===== config.mk =====
export PLATFORM = sky130hd
export DESIGN_NAME = step_dir_microstep_sequencer
export DESIGN_NICKNAME = d
export VERILOG_FILES = /design/src/step_seq_pkg.sv /design/src/current_regulator.sv /design/src/step_dir_microstep_sequencer.sv
export VERILOG_INCLUDE_DIRS = /design/src
export SDC_FILE = /design/constraint.sdc
export NUM_CORES = 2
export LEC_CHECK = 0
export ABC_AREA = 1
export BUFFER_PORTS_ARGS = -buffer_cell sky130_fd_sc_hd__buf_2
export CORE_AREA = 10 10 411 413
export CTS_BUF_LIST = sky130_fd_sc_hd__clkbuf_2
export CTS_CLUSTER_DIAMETER = 30
export DETAILED_ROUTE_END_ITERATION = 6
export DIE_AREA = 0 0 421 423
export PLACE_DENSITY = 0.57
export SKIP_LAST_GASP = 1
export SYNTH_ARGS = -nofsm -noshare
export SYNTH_HDL_FRONTEND = slang
export SYNTH_SLANG_ARGS = --single-unit

===== constraint.sdc =====
create_clock -name clk -period 184.5 [get_ports clk]
set_clock_uncertainty 0.05 [all_clocks]
set_input_delay 27.675 -clock clk [delete_from_list [all_inputs] [get_ports clk]]
set_output_delay 27.675 -clock clk [all_outputs]
set_load 0.01 [all_outputs]

===== src/step_seq_cfg.svh =====
/*
 Register word indices, field positions, masks, reset values and
 arithmetic constants of the step/direction microstep sequencer.
 Assumes inclusion by bare name from the regulator and sequencer design files.
*/
`ifndef STEP_SEQ_CFG_SVH
`define STEP_SEQ_CFG_SVH

// Register word indices (byte address is four times the index)
`define IDX_CTRL       4'h0
`define IDX_CURRENT    4'h1
`define IDX_LOAD       4'h2
`define IDX_COOL_THRS  4'h3
`define IDX_VEL_LIMIT  4'h4
`define IDX_STATUS     4'h5
`define IDX_COIL       4'h6
`define IDX_INTERVAL   4'h7

// Writable bits per register
`define MASK_CTRL      32'h0000_00FF
`define MASK_CURRENT   32'h0000_1F1F
`define MASK_LOAD      32'h0007_FFFF
`define MASK_THRS      32'h000F_FFFF

// Reset values
`define RST_CTRL       32'h0000_0000
`define RST_CURRENT    32'h0000_0810
`define RST_LOAD       32'h0000_0000
`define RST_COOL_THRS  32'h0000_0000
`define RST_VEL_LIMIT  32'h0000_0000

// Control word fields
`define CTRL_DUAL_EDGE 0
`define CTRL_MRES_LSB  1
`define CTRL_FILTER    5
`define CTRL_MIN_QUART 6
`define CTRL_HOLD_SEL  7

// Current and load word fields
`define CUR_RUN_LSB    0
`define CUR_HOLD_LSB   8
`define LD_LO_LSB      0
`define LD_HYST_LSB    4
`define LD_INC_LSB     8
`define LD_DEC_LSB     10
`define LD_TRIM_LSB    12

// Status and coil word fields
`define ST_MSC_LSB     0
`define ST_CS_LSB      16
`define ST_ACTIVE      24
`define COIL_A_LSB     0
`define COIL_B_LSB     16

// Sequencer and table constants
`define MRES_MAX       4'h8
`define QUARTER_WAVE   10'h100
`define SINE_PEAK      27'h00000F8
`define SINE_DEN       19'h50000
`define FULLSTEP_MAG   9'h0AF
`define INTERVAL_MAX   20'hFFFFF

`endif


===== src/step_seq_pkg.sv =====
/*
 Types shared by the sequencer and its current regulator.
 Assumes the constants header is on the include path.
*/
`default_nettype none
package step_seq_pkg;

	// Register bus handshake states
	typedef enum logic [1:0] {
		BUS_IDLE = 2'b01,
		BUS_ACK  = 2'b10
	} bus_state_t;

	// Regulator configuration carried as one word
	typedef struct packed {
		logic [4:0]  run_current_scale;
		logic [4:0]  hold_current_scale;
		logic        hold_sel;
		logic        min_quarter;
		logic        load_filter;
		logic [3:0]  lower_load_threshold;
		logic [3:0]  upper_load_hysteresis;
		logic [1:0]  current_increment_step;
		logic [1:0]  current_decrement_rate;
		logic [19:0] cool_thrs;
		logic [19:0] upper_velocity_limit;
	} regul_cfg_t;

	// One load reading with its strobe
	typedef struct packed {
		logic       valid;
		logic [9:0] load_measure_value;
	} load_sample_t;

endpackage
`default_nettype wire


===== src/current_regulator.sv =====
/*
 Load-adaptive coil current scale regulator.
 Assumes one clock, configuration from the register bank and a
 load reading strobe that lasts one cycle per reading.
*/
`timescale 1ns/1ps
`default_nettype none
`include "step_seq_cfg.svh"
module current_regulator (
	// Clock and reset
	input  wire logic                      clk,
	input  wire logic                      rst,
	// Configuration and measured step interval
	input  wire step_seq_pkg::regul_cfg_t  cfg,
	input  wire logic [19:0]               step_interval,
	// Load readings
	input  wire step_seq_pkg::load_sample_t load_in,
	// Regulated scale
	output logic [4:0]                     current_scale_reg,
	output logic                           regul_active_reg
);
	logic [4:0] lower_limit;
	logic [4:0] hi_sum;
	logic [9:0] lo_thr;
	logic [9:0] hi_thr;
	logic       take;
	logic       is_low;
	logic       is_high;
	logic       active_next;
	logic [1:0] filt_cnt_reg;
	logic [4:0] dn_cnt_reg;
	logic [4:0] dn_need;
	logic [5:0] cs_raw;

	function automatic logic [4:0] clamp5(input logic [5:0] v, input logic [4:0] lo, input logic [4:0] hi);
		if (v > {1'b0, hi})
			clamp5 = hi;
		else if (v < {1'b0, lo})
			clamp5 = lo;
		else
			clamp5 = v[4:0];
	endfunction

	// Limits, thresholds and reading classification
	always_comb begin
		lower_limit = cfg.min_quarter ? (cfg.run_current_scale >> 2) : (cfg.run_current_scale >> 1);
		lo_thr = {1'b0, cfg.lower_load_threshold, 5'h00};
		hi_sum = 5'({1'b0, cfg.lower_load_threshold} + {1'b0, cfg.upper_load_hysteresis} + 5'h01);
		hi_thr = {hi_sum, 5'h00};
		active_next = (cfg.lower_load_threshold != 4'h0)
			&& (step_interval <= cfg.cool_thrs)
			&& (step_interval >= cfg.upper_velocity_limit);
		take = load_in.valid && (!cfg.load_filter || filt_cnt_reg == 2'h3);
		is_low = take && (load_in.load_measure_value < lo_thr);
		is_high = take && (load_in.load_measure_value >= hi_thr) && !is_low;
		unique case (cfg.current_decrement_rate)
			2'h0: dn_need = 5'h1F;
			2'h1: dn_need = 5'h07;
			2'h2: dn_need = 5'h01;
			2'h3: dn_need = 5'h00;
		endcase
		if (is_low)
			cs_raw = {1'b0, current_scale_reg} + (6'h01 << cfg.current_increment_step);
		else if (is_high && dn_cnt_reg >= dn_need && current_scale_reg != 5'h00)
			cs_raw = {1'b0, current_scale_reg} - 6'h01;
		else
			cs_raw = {1'b0, current_scale_reg};
	end

	// Reading divider for the slow filter
	always_ff @(posedge clk or posedge rst) begin
		if (rst)
			filt_cnt_reg <= 2'h0;
		else if (load_in.valid)
			filt_cnt_reg <= filt_cnt_reg + 2'h1;
	end

	// High-reading count per decrement
	always_ff @(posedge clk or posedge rst) begin
		if (rst)
			dn_cnt_reg <= 5'h00;
		else if (!regul_active_reg || is_low)
			dn_cnt_reg <= 5'h00;
		else if (is_high)
			dn_cnt_reg <= (dn_cnt_reg >= dn_need) ? 5'h00 : dn_cnt_reg + 5'h01;
	end

	// Regulation enable and scale
	always_ff @(posedge clk or posedge rst) begin
		if (rst) begin
			regul_active_reg <= 1'b0;
			current_scale_reg <= 5'h00;
		end else begin
			regul_active_reg <= active_next;
			if (!regul_active_reg)
				current_scale_reg <= cfg.hold_sel ? cfg.hold_current_scale : cfg.run_current_scale;
			else
				current_scale_reg <= clamp5(cs_raw, lower_limit, cfg.run_current_scale);
		end
	end
endmodule // current_regulator
`default_nettype wire


===== src/step_dir_microstep_sequencer.sv =====
/*
 Step/direction microstep sequencer with register bank and the
 load-adaptive current regulator.
 Assumes one 200 MHz clock, step and direction from an external
 motion controller, and an Avalon-MM master with waitrequest.
*/
// Summary of operation
// - Dual-edge set: both step edges are active
// - Dual-edge clear: only rising step edges active
// - Step and direction synchronised before use
// - 1024-entry sine table spans four full steps
// - Direction low adds width, high subtracts
// - Width doubles per resolution, 1 up to 256
// - Resolution drop snaps to nearest valid position
// - Full step visits 128, 384, 640, 896
// - Half step starts 64, moves 128
// - Quarter step starts 32, moves 64
// - Full-step positions drive about 0.71 peak
// - Reduced positions equidistant, avoid zero and peak
// - Filter bit cuts regulation rate by four
// - Scale kept between run and lower limit
// - Below low velocity, plain run or hold
// - Above upper velocity, regulation is off
// - Increment and decrement rates set separately
// - Low reading raises scale by 1,2,4,8
// - Decrement once per 32,8,2,1 high readings
// - Thresholds scaled by 32; zero disables
`timescale 1ns/1ps
`default_nettype none
`include "step_seq_cfg.svh"
module step_dir_microstep_sequencer (
	// Clock and reset
	input  wire logic                       clk,
	input  wire logic                       rst,
	// Avalon-MM slave
	input  wire logic [5:0]                 address,
	input  wire logic                       read,
	input  wire logic                       write,
	input  wire logic [3:0]                 byteenable,
	input  wire logic [31:0]                writedata,
	output logic [31:0]                     readdata,
	output logic                            waitrequest,
	// Step and direction inputs
	input  wire logic                       step_in,
	input  wire logic                       dir_in,
	// Load readings
	input  wire step_seq_pkg::load_sample_t load_in,
	// Coil drive and status
	output logic signed [8:0]               coil_a_current,
	output logic signed [8:0]               coil_b_current,
	output logic [9:0]                      microstep_position,
	output logic [4:0]                      current_scale,
	output logic                            regulation_active,
	output logic [6:0]                      load_threshold_trim
);
	logic [31:0]              chopper_config_reg;
	logic [31:0]              current_cfg_reg;
	logic [31:0]              load_cfg_reg;
	logic [31:0]              cool_thrs_reg;
	logic [31:0]              velocity_limit_reg;
	logic [31:0]              readdata_reg;
	logic [31:0]              rd_word;
	logic                     waitrequest_reg;
	step_seq_pkg::bus_state_t bus_state_reg;
	logic                     step_meta_reg;
	logic                     step_sync_reg;
	logic                     step_prev_reg;
	logic                     dir_meta_reg;
	logic                     dir_sync_reg;
	logic                     step_event;
	logic                     dual_edge;
	logic [3:0]               mres;
	logic [9:0]               msc_reg;
	logic [9:0]               msc_next;
	logic [9:0]               msc_base;
	logic signed [8:0]        coil_a_reg;
	logic signed [8:0]        coil_b_reg;
	logic [19:0]              interval_cnt_reg;
	logic [19:0]              step_interval_reg;
	logic [4:0]               cs_value;
	logic                     cs_active;
	step_seq_pkg::regul_cfg_t regul_cfg;

	// Byte-lane merge of a write into a stored word
	function automatic logic [31:0] be_merge(input logic [31:0] old, input logic [31:0] wd,
		input logic [3:0] be, input logic [31:0] mask);
		logic [31:0] m;
		m = {{8{be[3]}}, {8{be[2]}}, {8{be[1]}}, {8{be[0]}}};
		be_merge = ((old & ~m) | (wd & m)) & mask;
	endfunction

	// Table distance per step at a resolution
	function automatic logic [9:0] step_width(input logic [3:0] res);
		step_width = 10'h001 << res;
	endfunction

	// Nearest position valid at a resolution
	function automatic logic [9:0] snap_position(input logic [9:0] pos, input logic [3:0] res);
		logic [9:0] w;
		w = step_width(res);
		if (res == 4'h0)
			snap_position = pos;
		else
			snap_position = (pos & ~(w - 10'h001)) | (w >> 1);
	endfunction

	// Sine table entry, one full period over 1024 indices
	function automatic logic signed [8:0] sine_at(input logic [9:0] idx);
		logic [9:0]  x;
		logic [17:0] p;
		logic [26:0] num;
		logic [18:0] den;
		logic [7:0]  mag;
		x = {1'b0, idx[8:0]};
		p = 18'(x) * 18'(10'h200 - x);
		num = (27'(p) * `SINE_PEAK) << 2;
		den = `SINE_DEN - 19'(p);
		mag = 8'(num / 27'(den));
		sine_at = idx[9] ? -$signed({1'b0, mag}) : $signed({1'b0, mag});
	endfunction

	// Configuration fields
	always_comb begin
		dual_edge = chopper_config_reg[`CTRL_DUAL_EDGE];
		mres = (chopper_config_reg[`CTRL_MRES_LSB +: 4] > `MRES_MAX) ? `MRES_MAX
			: chopper_config_reg[`CTRL_MRES_LSB +: 4];
		regul_cfg.run_current_scale = current_cfg_reg[`CUR_RUN_LSB +: 5];
		regul_cfg.hold_current_scale = current_cfg_reg[`CUR_HOLD_LSB +: 5];
		regul_cfg.hold_sel = chopper_config_reg[`CTRL_HOLD_SEL];
		regul_cfg.min_quarter = chopper_config_reg[`CTRL_MIN_QUART];
		regul_cfg.load_filter = chopper_config_reg[`CTRL_FILTER];
		regul_cfg.lower_load_threshold = load_cfg_reg[`LD_LO_LSB +: 4];
		regul_cfg.upper_load_hysteresis = load_cfg_reg[`LD_HYST_LSB +: 4];
		regul_cfg.current_increment_step = load_cfg_reg[`LD_INC_LSB +: 2];
		regul_cfg.current_decrement_rate = load_cfg_reg[`LD_DEC_LSB +: 2];
		regul_cfg.cool_thrs = cool_thrs_reg[19:0];
		regul_cfg.upper_velocity_limit = velocity_limit_reg[19:0];
	end

	// Read multiplexer, unmapped words read zero
	always_comb begin
		rd_word = 32'h0000_0000;
		unique case (address[5:2])
			`IDX_CTRL: rd_word = chopper_config_reg;
			`IDX_CURRENT: rd_word = current_cfg_reg;
			`IDX_LOAD: rd_word = load_cfg_reg;
			`IDX_COOL_THRS: rd_word = cool_thrs_reg;
			`IDX_VEL_LIMIT: rd_word = velocity_limit_reg;
			`IDX_STATUS: begin
				rd_word[`ST_MSC_LSB +: 10] = msc_reg;
				rd_word[`ST_CS_LSB +: 5] = cs_value;
				rd_word[`ST_ACTIVE] = cs_active;
			end
			`IDX_COIL: begin
				rd_word[`COIL_A_LSB +: 9] = coil_a_reg;
				rd_word[`COIL_B_LSB +: 9] = coil_b_reg;
			end
			`IDX_INTERVAL: rd_word[19:0] = step_interval_reg;
			default: rd_word = 32'h0000_0000;
		endcase
	end

	// Bus handshake: one wait cycle, then completion
	always_ff @(posedge clk or posedge rst) begin
		if (rst) begin
			bus_state_reg <= step_seq_pkg::BUS_IDLE;
			waitrequest_reg <= 1'b1;
			readdata_reg <= 32'h0000_0000;
		end else begin
			unique case (bus_state_reg)
				step_seq_pkg::BUS_IDLE: begin
					if (read || write) begin
						bus_state_reg <= step_seq_pkg::BUS_ACK;
						waitrequest_reg <= 1'b0;
						readdata_reg <= read ? rd_word : 32'h0000_0000;
					end
				end
				step_seq_pkg::BUS_ACK: begin
					bus_state_reg <= step_seq_pkg::BUS_IDLE;
					waitrequest_reg <= 1'b1;
				end
				default: begin
					bus_state_reg <= step_seq_pkg::BUS_IDLE;
					waitrequest_reg <= 1'b1;
				end
			endcase
		end
	end

	// Register bank writes at the completing edge
	always_ff @(posedge clk or posedge rst) begin
		if (rst) begin
			chopper_config_reg <= `RST_CTRL;
			current_cfg_reg <= `RST_CURRENT;
			load_cfg_reg <= `RST_LOAD;
			cool_thrs_reg <= `RST_COOL_THRS;
			velocity_limit_reg <= `RST_VEL_LIMIT;
		end else if (write && bus_state_reg == step_seq_pkg::BUS_ACK) begin
			unique case (address[5:2])
				`IDX_CTRL: chopper_config_reg <= be_merge(chopper_config_reg, writedata, byteenable, `MASK_CTRL);
				`IDX_CURRENT: current_cfg_reg <= be_merge(current_cfg_reg, writedata, byteenable, `MASK_CURRENT);
				`IDX_LOAD: load_cfg_reg <= be_merge(load_cfg_reg, writedata, byteenable, `MASK_LOAD);
				`IDX_COOL_THRS: cool_thrs_reg <= be_merge(cool_thrs_reg, writedata, byteenable, `MASK_THRS);
				`IDX_VEL_LIMIT: velocity_limit_reg <= be_merge(velocity_limit_reg, writedata, byteenable, `MASK_THRS);
				default: ;
			endcase
		end
	end

	// Two-stage synchronisers and edge history
	always_ff @(posedge clk or posedge rst) begin
		if (rst) begin
			step_meta_reg <= 1'b0;
			step_sync_reg <= 1'b0;
			step_prev_reg <= 1'b0;
			dir_meta_reg <= 1'b0;
			dir_sync_reg <= 1'b0;
		end else begin
			step_meta_reg <= step_in;
			step_sync_reg <= step_meta_reg;
			step_prev_reg <= step_sync_reg;
			dir_meta_reg <= dir_in;
			dir_sync_reg <= dir_meta_reg;
		end
	end

	// Active edge, pulses assumed no faster than the sampler
	always_comb begin
		if (dual_edge)
			step_event = step_sync_reg ^ step_prev_reg;
		else
			step_event = step_sync_reg & ~step_prev_reg;
	end

	// Microstep counter: snap to resolution, then move
	always_comb begin
		msc_base = snap_position(msc_reg, mres);
		if (step_event && !dir_sync_reg)
			msc_next = msc_base + step_width(mres);
		else if (step_event)
			msc_next = msc_base - step_width(mres);
		else
			msc_next = msc_base;
	end

	always_ff @(posedge clk or posedge rst) begin
		if (rst)
			msc_reg <= 10'h000;
		else
			msc_reg <= msc_next;
	end

	// Coil vectors read from the table, cosine a quarter ahead
	always_ff @(posedge clk or posedge rst) begin
		if (rst) begin
			coil_a_reg <= 9'h000;
			coil_b_reg <= 9'h000;
		end else begin
			coil_a_reg <= sine_at(msc_reg);
			coil_b_reg <= sine_at(msc_reg + `QUARTER_WAVE);
		end
	end

	// Clock count between active edges, saturating
	always_ff @(posedge clk or posedge rst) begin
		if (rst) begin
			interval_cnt_reg <= 20'h00000;
			step_interval_reg <= `INTERVAL_MAX;
		end else if (step_event) begin
			interval_cnt_reg <= 20'h00000;
			step_interval_reg <= interval_cnt_reg;
		end else if (interval_cnt_reg != `INTERVAL_MAX) begin
			interval_cnt_reg <= interval_cnt_reg + 20'h00001;
		end
	end

	// Adaptive current regulation
	current_regulator u_regulator (
		.clk              (clk),
		.rst              (rst),
		.cfg              (regul_cfg),
		.step_interval    (step_interval_reg),
		.load_in          (load_in),
		.current_scale_reg(cs_value),
		.regul_active_reg (cs_active)
	);

	// Output drive
	assign readdata = readdata_reg;
	assign waitrequest = waitrequest_reg;
	assign coil_a_current = coil_a_reg;
	assign coil_b_current = coil_b_reg;
	assign microstep_position = msc_reg;
	assign current_scale = cs_value;
	assign regulation_active = cs_active;
	assign load_threshold_trim = load_cfg_reg[`LD_TRIM_LSB +: 7];
endmodule // step_dir_microstep_sequencer
`default_nettype wire


Word level (Yosys, flattened, before mapping) --
Cells that the tools add are included. Widths: inputs -> output; s select.
Storage, ports and cells: logic and storage cells 150, input port bits 59, flip-flop bits (word level) 198
Operators by class: multiply operators 4, bitwise gates (word level) 18, $add $sub $neg 17, div/mod/pow operators 2, shift operators 2, equality and inequality tests 15, muxes and demuxes 32, reductions and logical operators 30, order comparisons 8
Operator list (count):
- $pmux 9 s8 | 1
- $and 20x20->20 | 3
- $div 27x19->27 | 2
- $mul 18x5->22 const B | 2
- $mux 20 | 2
- $or 20x20->20 | 2
- $sub 19x18->19 const A | 2
- $mul 10x11->18 | 2
- $mux 5 | 7
- $mux 10 | 3
- $pmux 6 s5 | 1
- $mux 25 | 1
- $pmux 4 s6 | 1
- $sub 10x9->11 const A | 2
- $add 20x1->20 const B | 1
- $ge 20x20->1 | 1
- $le 20x20->1 | 1
- $ne 20x20->1 const B | 1
- $not 20->20 | 1
- $pmux 5 s4 | 1
- $and 19x19->19 | 1
- $or 19x19->19 | 1
- $mux 9 | 2
- $neg 8->9 | 2
- 49 further kinds | 85

Depth between registers and ports, before layout --
word-level depth 14, depth in mapped cells 580, gate-level depth less buffers 551

Hierarchy --
Synthesis repeated with hierarchy kept, for this count alone.
Second synthesis, totals: cells, all modules 9332, area total of the unflattened synthesis 58962.8 µm²
By module, submodules not included:
- step_dir_microstep_sequencer | area each 56017.5 µm², cells an instance 8885, instances 1
- current_regulator | area each 2945.3 µm², cells an instance 447, instances 1

Worst setup path before layout --
No wires, ideal clock.
path type reg-to-reg, from register msc_reg[0], in the netlist microstep_position[0], to register coil_a_reg[6], in the netlist coil_a_current[6], library setup time 118 ps, period minus slack after synthesis 75126 ps, slack 109374 ps, path buffers 29, stages on the path, launching flop included 558, required time 184332 ps, data arrival time 74958 ps, cells stage by stage dfrtp_1 buf_2 inv_2 clkbuf_1 clkbuf_1 buf_1 ha_1 nand2_1 nor2_1 nand2_1 nor2_1 ha_1 inv_1 nand2_1 fa_1 inv_1 fa_1 inv_1 (+522 left out) a21o_1 a21oi_1 o21ai_0 a31oi_1 o21ai_0 nand2_1 o211ai_1 a31oi_1 nand2_1 nor2_2 nand3_1 nor2_4 ha_1 nand3_1 nor3_1 nor2_1 xor2_1 inv_1
Between the ends: longest elaborated chain between the ends 6, elaborated cells between the ends (all ways) 7, classes of those cells add/sub (3); mul (2); div (1); mux (1)
Ends and longest elaborated chain:
- start: declaration | RTL line step_dir_microstep_sequencer.sv:73 | logic [9:0] msc_reg;
- start signal: assignment | RTL line step_dir_microstep_sequencer.sv:250 | msc_reg <= msc_next;
- $sub 10x9->11 | RTL line step_dir_microstep_sequencer.sv:115 | p = 18'(x) * 18'(10'h200 - x);
- $mul 10x11->18 (*) | RTL line step_dir_microstep_sequencer.sv:115
- $mul 18x5->22 (no source line) / $sub 19x18->19 (equally long branches)
- $div 27x19->27 (*) | RTL line step_dir_microstep_sequencer.sv:118 | mag = 8'(num / 27'(den));
- $neg 8->9 | RTL line step_dir_microstep_sequencer.sv:119 | sine_at = idx[9] ? -$signed({1'b0, mag}) : $signed({1'b0, mag});
- $mux 9 (*) | RTL line step_dir_microstep_sequencer.sv:119
- end signal: assignment | RTL line step_dir_microstep_sequencer.sv:259 | coil_a_reg <= sine_at(msc_reg);
- end: declaration | RTL line step_dir_microstep_sequencer.sv:76 | logic signed [8:0] coil_a_reg;
Every way passes the cells marked *; elsewhere a longest branch is shown, timed or not. A chain may end at the register's enable or synchronous reset.

Worst setup path in the final report --
Ends and elaborated chain as after synthesis.

==> results.txt <==
- The startpoint identified for the worst register-to-register timing path is microstep_position[0].
* CTS sink count: 190
- Antenna-violating nets left: 0
* Final instance area: 0.0606 mm²
- 133 I/O pins were placed.
- Accumulated negative setup slack: 0 ns
- The final hold violation count is 0.
- Counting instances, the worst hold path has a depth of 0.
- The worst setup path is launched from a flip-flop.
- Global routing finished with a remaining overflow of 0.
* Core box area: 0.160 mm²
* Worst reg2reg path depth: 534
- Source-to-sink clock delay at the later pin of the worst-skew pair: 0.84 ns
- Counting stages on the worst path, the most repeated cell is sky130_fd_sc_hd__nand2_1.
* Fraction of layout cells with a size suffix above 1: 0.0601
- In the final design database the tool counted 10200 nets.
- Estimated wirelength of the detail-placed design: 143000 µm
* Startpoint of the tightest hold check path: step_meta_reg
- Area of placed instances: 0.0604 mm²
- For this run, the top clock speed supported by timing is 11.3 MHz.
* Netlist Area Pre-Place: 0.0574 mm²
* Crit Path Class: flip-flop to flip-flop
* Global-route wire length before repair: 282000 µm
- The number of hold buffers added after CTS was 0.
- Number of synthesized flops with an enable pin: 0
- Count of buffering cells on the critical path with inverters included: 92
- Overall routed net length: 172000 µm
- DRC violation count after routing: 0
- Vias per Instance: 5.08
- During placement, the flow inserted port buffers numbering 110.
- The root buffer cell chosen for the clock tree is sky130_fd_sc_hd__clkbuf_2.
* Number of global-route vias before repair: 54900
- For this run, the register share of the synthesized area comes to 0.0834.
* Cell with the largest stage delay on the worst path: sky130_fd_sc_hd__o21ai_0
* Crit path arrival time: 89.43 ns
- Mean area per synthesized cell: 6.35 µm²
- CTS max path bufs: 2
- Max-slew violation count: 0
- For this block, the initial DRC count from the detailed router was 3501.
- DIE AREA: 0.178 mm²
- The Yosys step of the flow raised 0 warnings.
- In the finished design, the share of the clock period the worst path needs comes to 0.481.
- Slew at the pin closest to its max-slew limit: 1.16 ns
- In this design, the stage delay of the slowest critical-path cell is 0.63 ns.
* Endpoint class of the critical path: flip-flop
- TritonCTS buffer count: 17
* Total iterations of the first detailed-routing run: 6
* Max cap viols: 0
* Final worst path period need: 88.73 ns
- Top flip-flop cell by instance count after synthesis: sky130_fd_sc_hd__dfrtp_1
* Std cell rows: 147
* Share of async-settable or async-resettable flops after synthesis: 1.00
- TritonCTS clock tree: done
- Pin count of the biggest net entering global routing: 116
* Status: complete, no violations
- Final routed wire length divided by cell count: 15.3 µm
- Across every metal layer, demand over resource in global routing totals 0.187.
* Cell type group with the largest total delay on the critical path: compound AO/OA/AOI/OAI gates
* Post-Synthesis Cells: 9029
* Die width: 421 µm
- Initial core utilization: 0.358
* Post-layout util: 0.378
- Clock edge transition at the registers on the reported setup and hold paths: 0.28 ns
- Post-CTS timing repair inserted 0 buffers for setup.
- Min-Delay Endpoint: step_sync_reg
- Path type of the worst min-delay path: flip-flop to flip-flop
* Antenna violations before repair: 4
- Post-synth cell types: 80
- CTS built an H-tree with a depth of 4.
- The filler cells instantiated in the layout total 17400.
- Routability congestion estimate from global placement: 0.930
- Post-CTS Resized: 0
- Counting flops and latches in the post-synthesis netlist gives 190.
* R2R Path End: coil_a_current[6]
- Footprint of the flip-flops and latches: 0.00478 mm²
- The area growth from synthesis to layout is 5.66%.
* Required @ worst endpoint: 185.19 ns
* Setup slack on the worst flop-to-flop path: 95.77 ns
- Worst slew margin: 0.222
- Area of the multi-input gates: 0.0462 mm²
- Die span in y: 423 µm
- Detailed routing inserted a total of 57100 vias.
- In this run the worst path has a maximum fanout of 41.
- Setup repair after global routing left no endpoint under its margin.
- Setup violations remaining at the end of the flow were counted as 0.
[worst reg2reg max path, delay by kind of cell (launching register included)]
family	cells	cell delay, ns
AO/OA/AOI/OAI	198	36.95
AND/OR/NAND/NOR	200	24.81
adder cells (fa/ha/maj)	40	14.15
buffers and inverters	92	11.19
XOR/XNOR	4	0.99
flip-flops	1	0.49
[synth_stat cells, types with 18 or more instances]
| master | number | area, µm² |
|---|---|---|
| sky130_fd_sc_hd__inv_2 | 33 | 124 |
| sky130_fd_sc_hd__a31oi_1 | 35 | 219 |
| sky130_fd_sc_hd__nor2_2 | 19 | 119 |
| sky130_fd_sc_hd__xnor2_1 | 232 | 2030 |
| sky130_fd_sc_hd__nand3_2 | 20 | 200 |
| sky130_fd_sc_hd__o21a_1 | 22 | 165 |
| sky130_fd_sc_hd__nor3_1 | 72 | 360 |
| sky130_fd_sc_hd__ha_1 | 952 | 11900 |
| sky130_fd_sc_hd__or2_2 | 105 | 657 |
| sky130_fd_sc_hd__o21ai_0 | 671 | 3360 |
| sky130_fd_sc_hd__dfrtp_1 | 167 | 4180 |
| sky130_fd_sc_hd__o21bai_1 | 84 | 631 |
| sky130_fd_sc_hd__nor2_1 | 620 | 2330 |
| sky130_fd_sc_hd__o31ai_1 | 18 | 135 |
| sky130_fd_sc_hd__o21ai_1 | 48 | 240 |
| sky130_fd_sc_hd__nand4_1 | 102 | 638 |
| sky130_fd_sc_hd__nor4_1 | 28 | 175 |
| sky130_fd_sc_hd__nand3b_1 | 19 | 143 |
| sky130_fd_sc_hd__inv_1 | 1491 | 5600 |
| sky130_fd_sc_hd__a211oi_1 | 29 | 218 |
| sky130_fd_sc_hd__xor2_1 | 317 | 2780 |
| sky130_fd_sc_hd__a21o_1 | 65 | 488 |
| sky130_fd_sc_hd__nand3_1 | 400 | 2000 |
| sky130_fd_sc_hd__o22ai_1 | 30 | 188 |
| sky130_fd_sc_hd__nand2_4 | 25 | 282 |
| sky130_fd_sc_hd__dfstp_2 | 23 | 604 |
| sky130_fd_sc_hd__buf_4 | 30 | 225 |
| sky130_fd_sc_hd__nand2_2 | 68 | 425 |
| sky130_fd_sc_hd__nand2_1 | 2108 | 7910 |
| sky130_fd_sc_hd__o211ai_1 | 30 | 225 |
| sky130_fd_sc_hd__fa_1 | 156 | 3120 |
| sky130_fd_sc_hd__a21oi_1 | 698 | 3490 |
| sky130_fd_sc_hd__clkbuf_1 | 91 | 342 |
[how the worst max path moves through the flow]
stage	slack, ns	end	from	cells past startpoint
6_report	95.77	coil_a_current[6]	microstep_position[0]	534
5_1_grt	85.82	coil_a_current[6]	microstep_position[0]	536
4_1_cts	96.22	coil_a_current[6]	microstep_position[0]	534
3_5_place_dp	96.73	coil_a_current[6]	microstep_position[0]	534
3_3_place_gp	98.04	coil_a_current[6]	microstep_position[2]	532
2_1_floorplan	109.37	coil_a_current[6]	microstep_position[0]	557
[cell usage in the layout (no fill, tap or decap), drive strengths merged, types with 35 or more instances in the layout]
cell type  synthesis  routed
ha               952     952
nand3            423     423
or2              115     115
nor3              75      75
a21o              65      65
o21bai            84      84
nor2             654     654
dfrtp            167     167
a21oi            706     706
nand4            102     102
xnor2            233     233
xor2             322     322
nand2           2201    2201
a31oi             35      35
inv             1525    1533
buf               63     158
o21ai            724     724
fa               156     156
[cell type report]
cell class                      instances  share of cell area
Antenna cell                            2           0.0000826
Multi-Input combinational cell       7164               0.762
Tap cell                             2160              0.0446
Timing Repair Buffer                  158              0.0150
Clock buffer                           17             0.00140
Inverter                             1542              0.0957
Sequential cell                       190              0.0789
Clock inverter                         15             0.00208
[cell families after synthesis]
group	Yosys count	synth area share
and+or+nand+nor	3645	0.275
AOI/OAI and AO/OA	1827	0.178
xor gates and xnor gates	556	0.0859
DFF	190	0.0834
other	2	0.000131
adders and majority gates	1108	0.262
muxes	5	0.000894
buffers and inverters	1696	0.115
[per-layer routing]
metal / track usage / wire length, µm / vias to the layer above
met4: 0.0275 / 2450 / 0
met1: 0.255 / 82900 / 26400
li1: - / - / 29500
met2: 0.331 / 81000 / 1055
met3: 0.00719 / 5690 / 143
met5: 0 / 0 / -
[metrics by stage]
| stage | hold slack, ns | setup slack [ns] | instances |
|---|---|---|---|
| after floorplan | 0.281 | 109.37 | 9050 |
| after global placement | 0.290 | 98.04 | 11200 |
| after detailed placement | 0.290 | 96.73 | 11200 |
| after CTS | 0.342 | 96.22 | 11200 |
| after global routing | 0.339 | 85.82 | 11200 |
| final | 0.349 | 95.77 | 11200 |
Power is left out: the tool's default activity adds up to more than one toggle a clock period on the data nets, which glitch-free logic cannot reach.
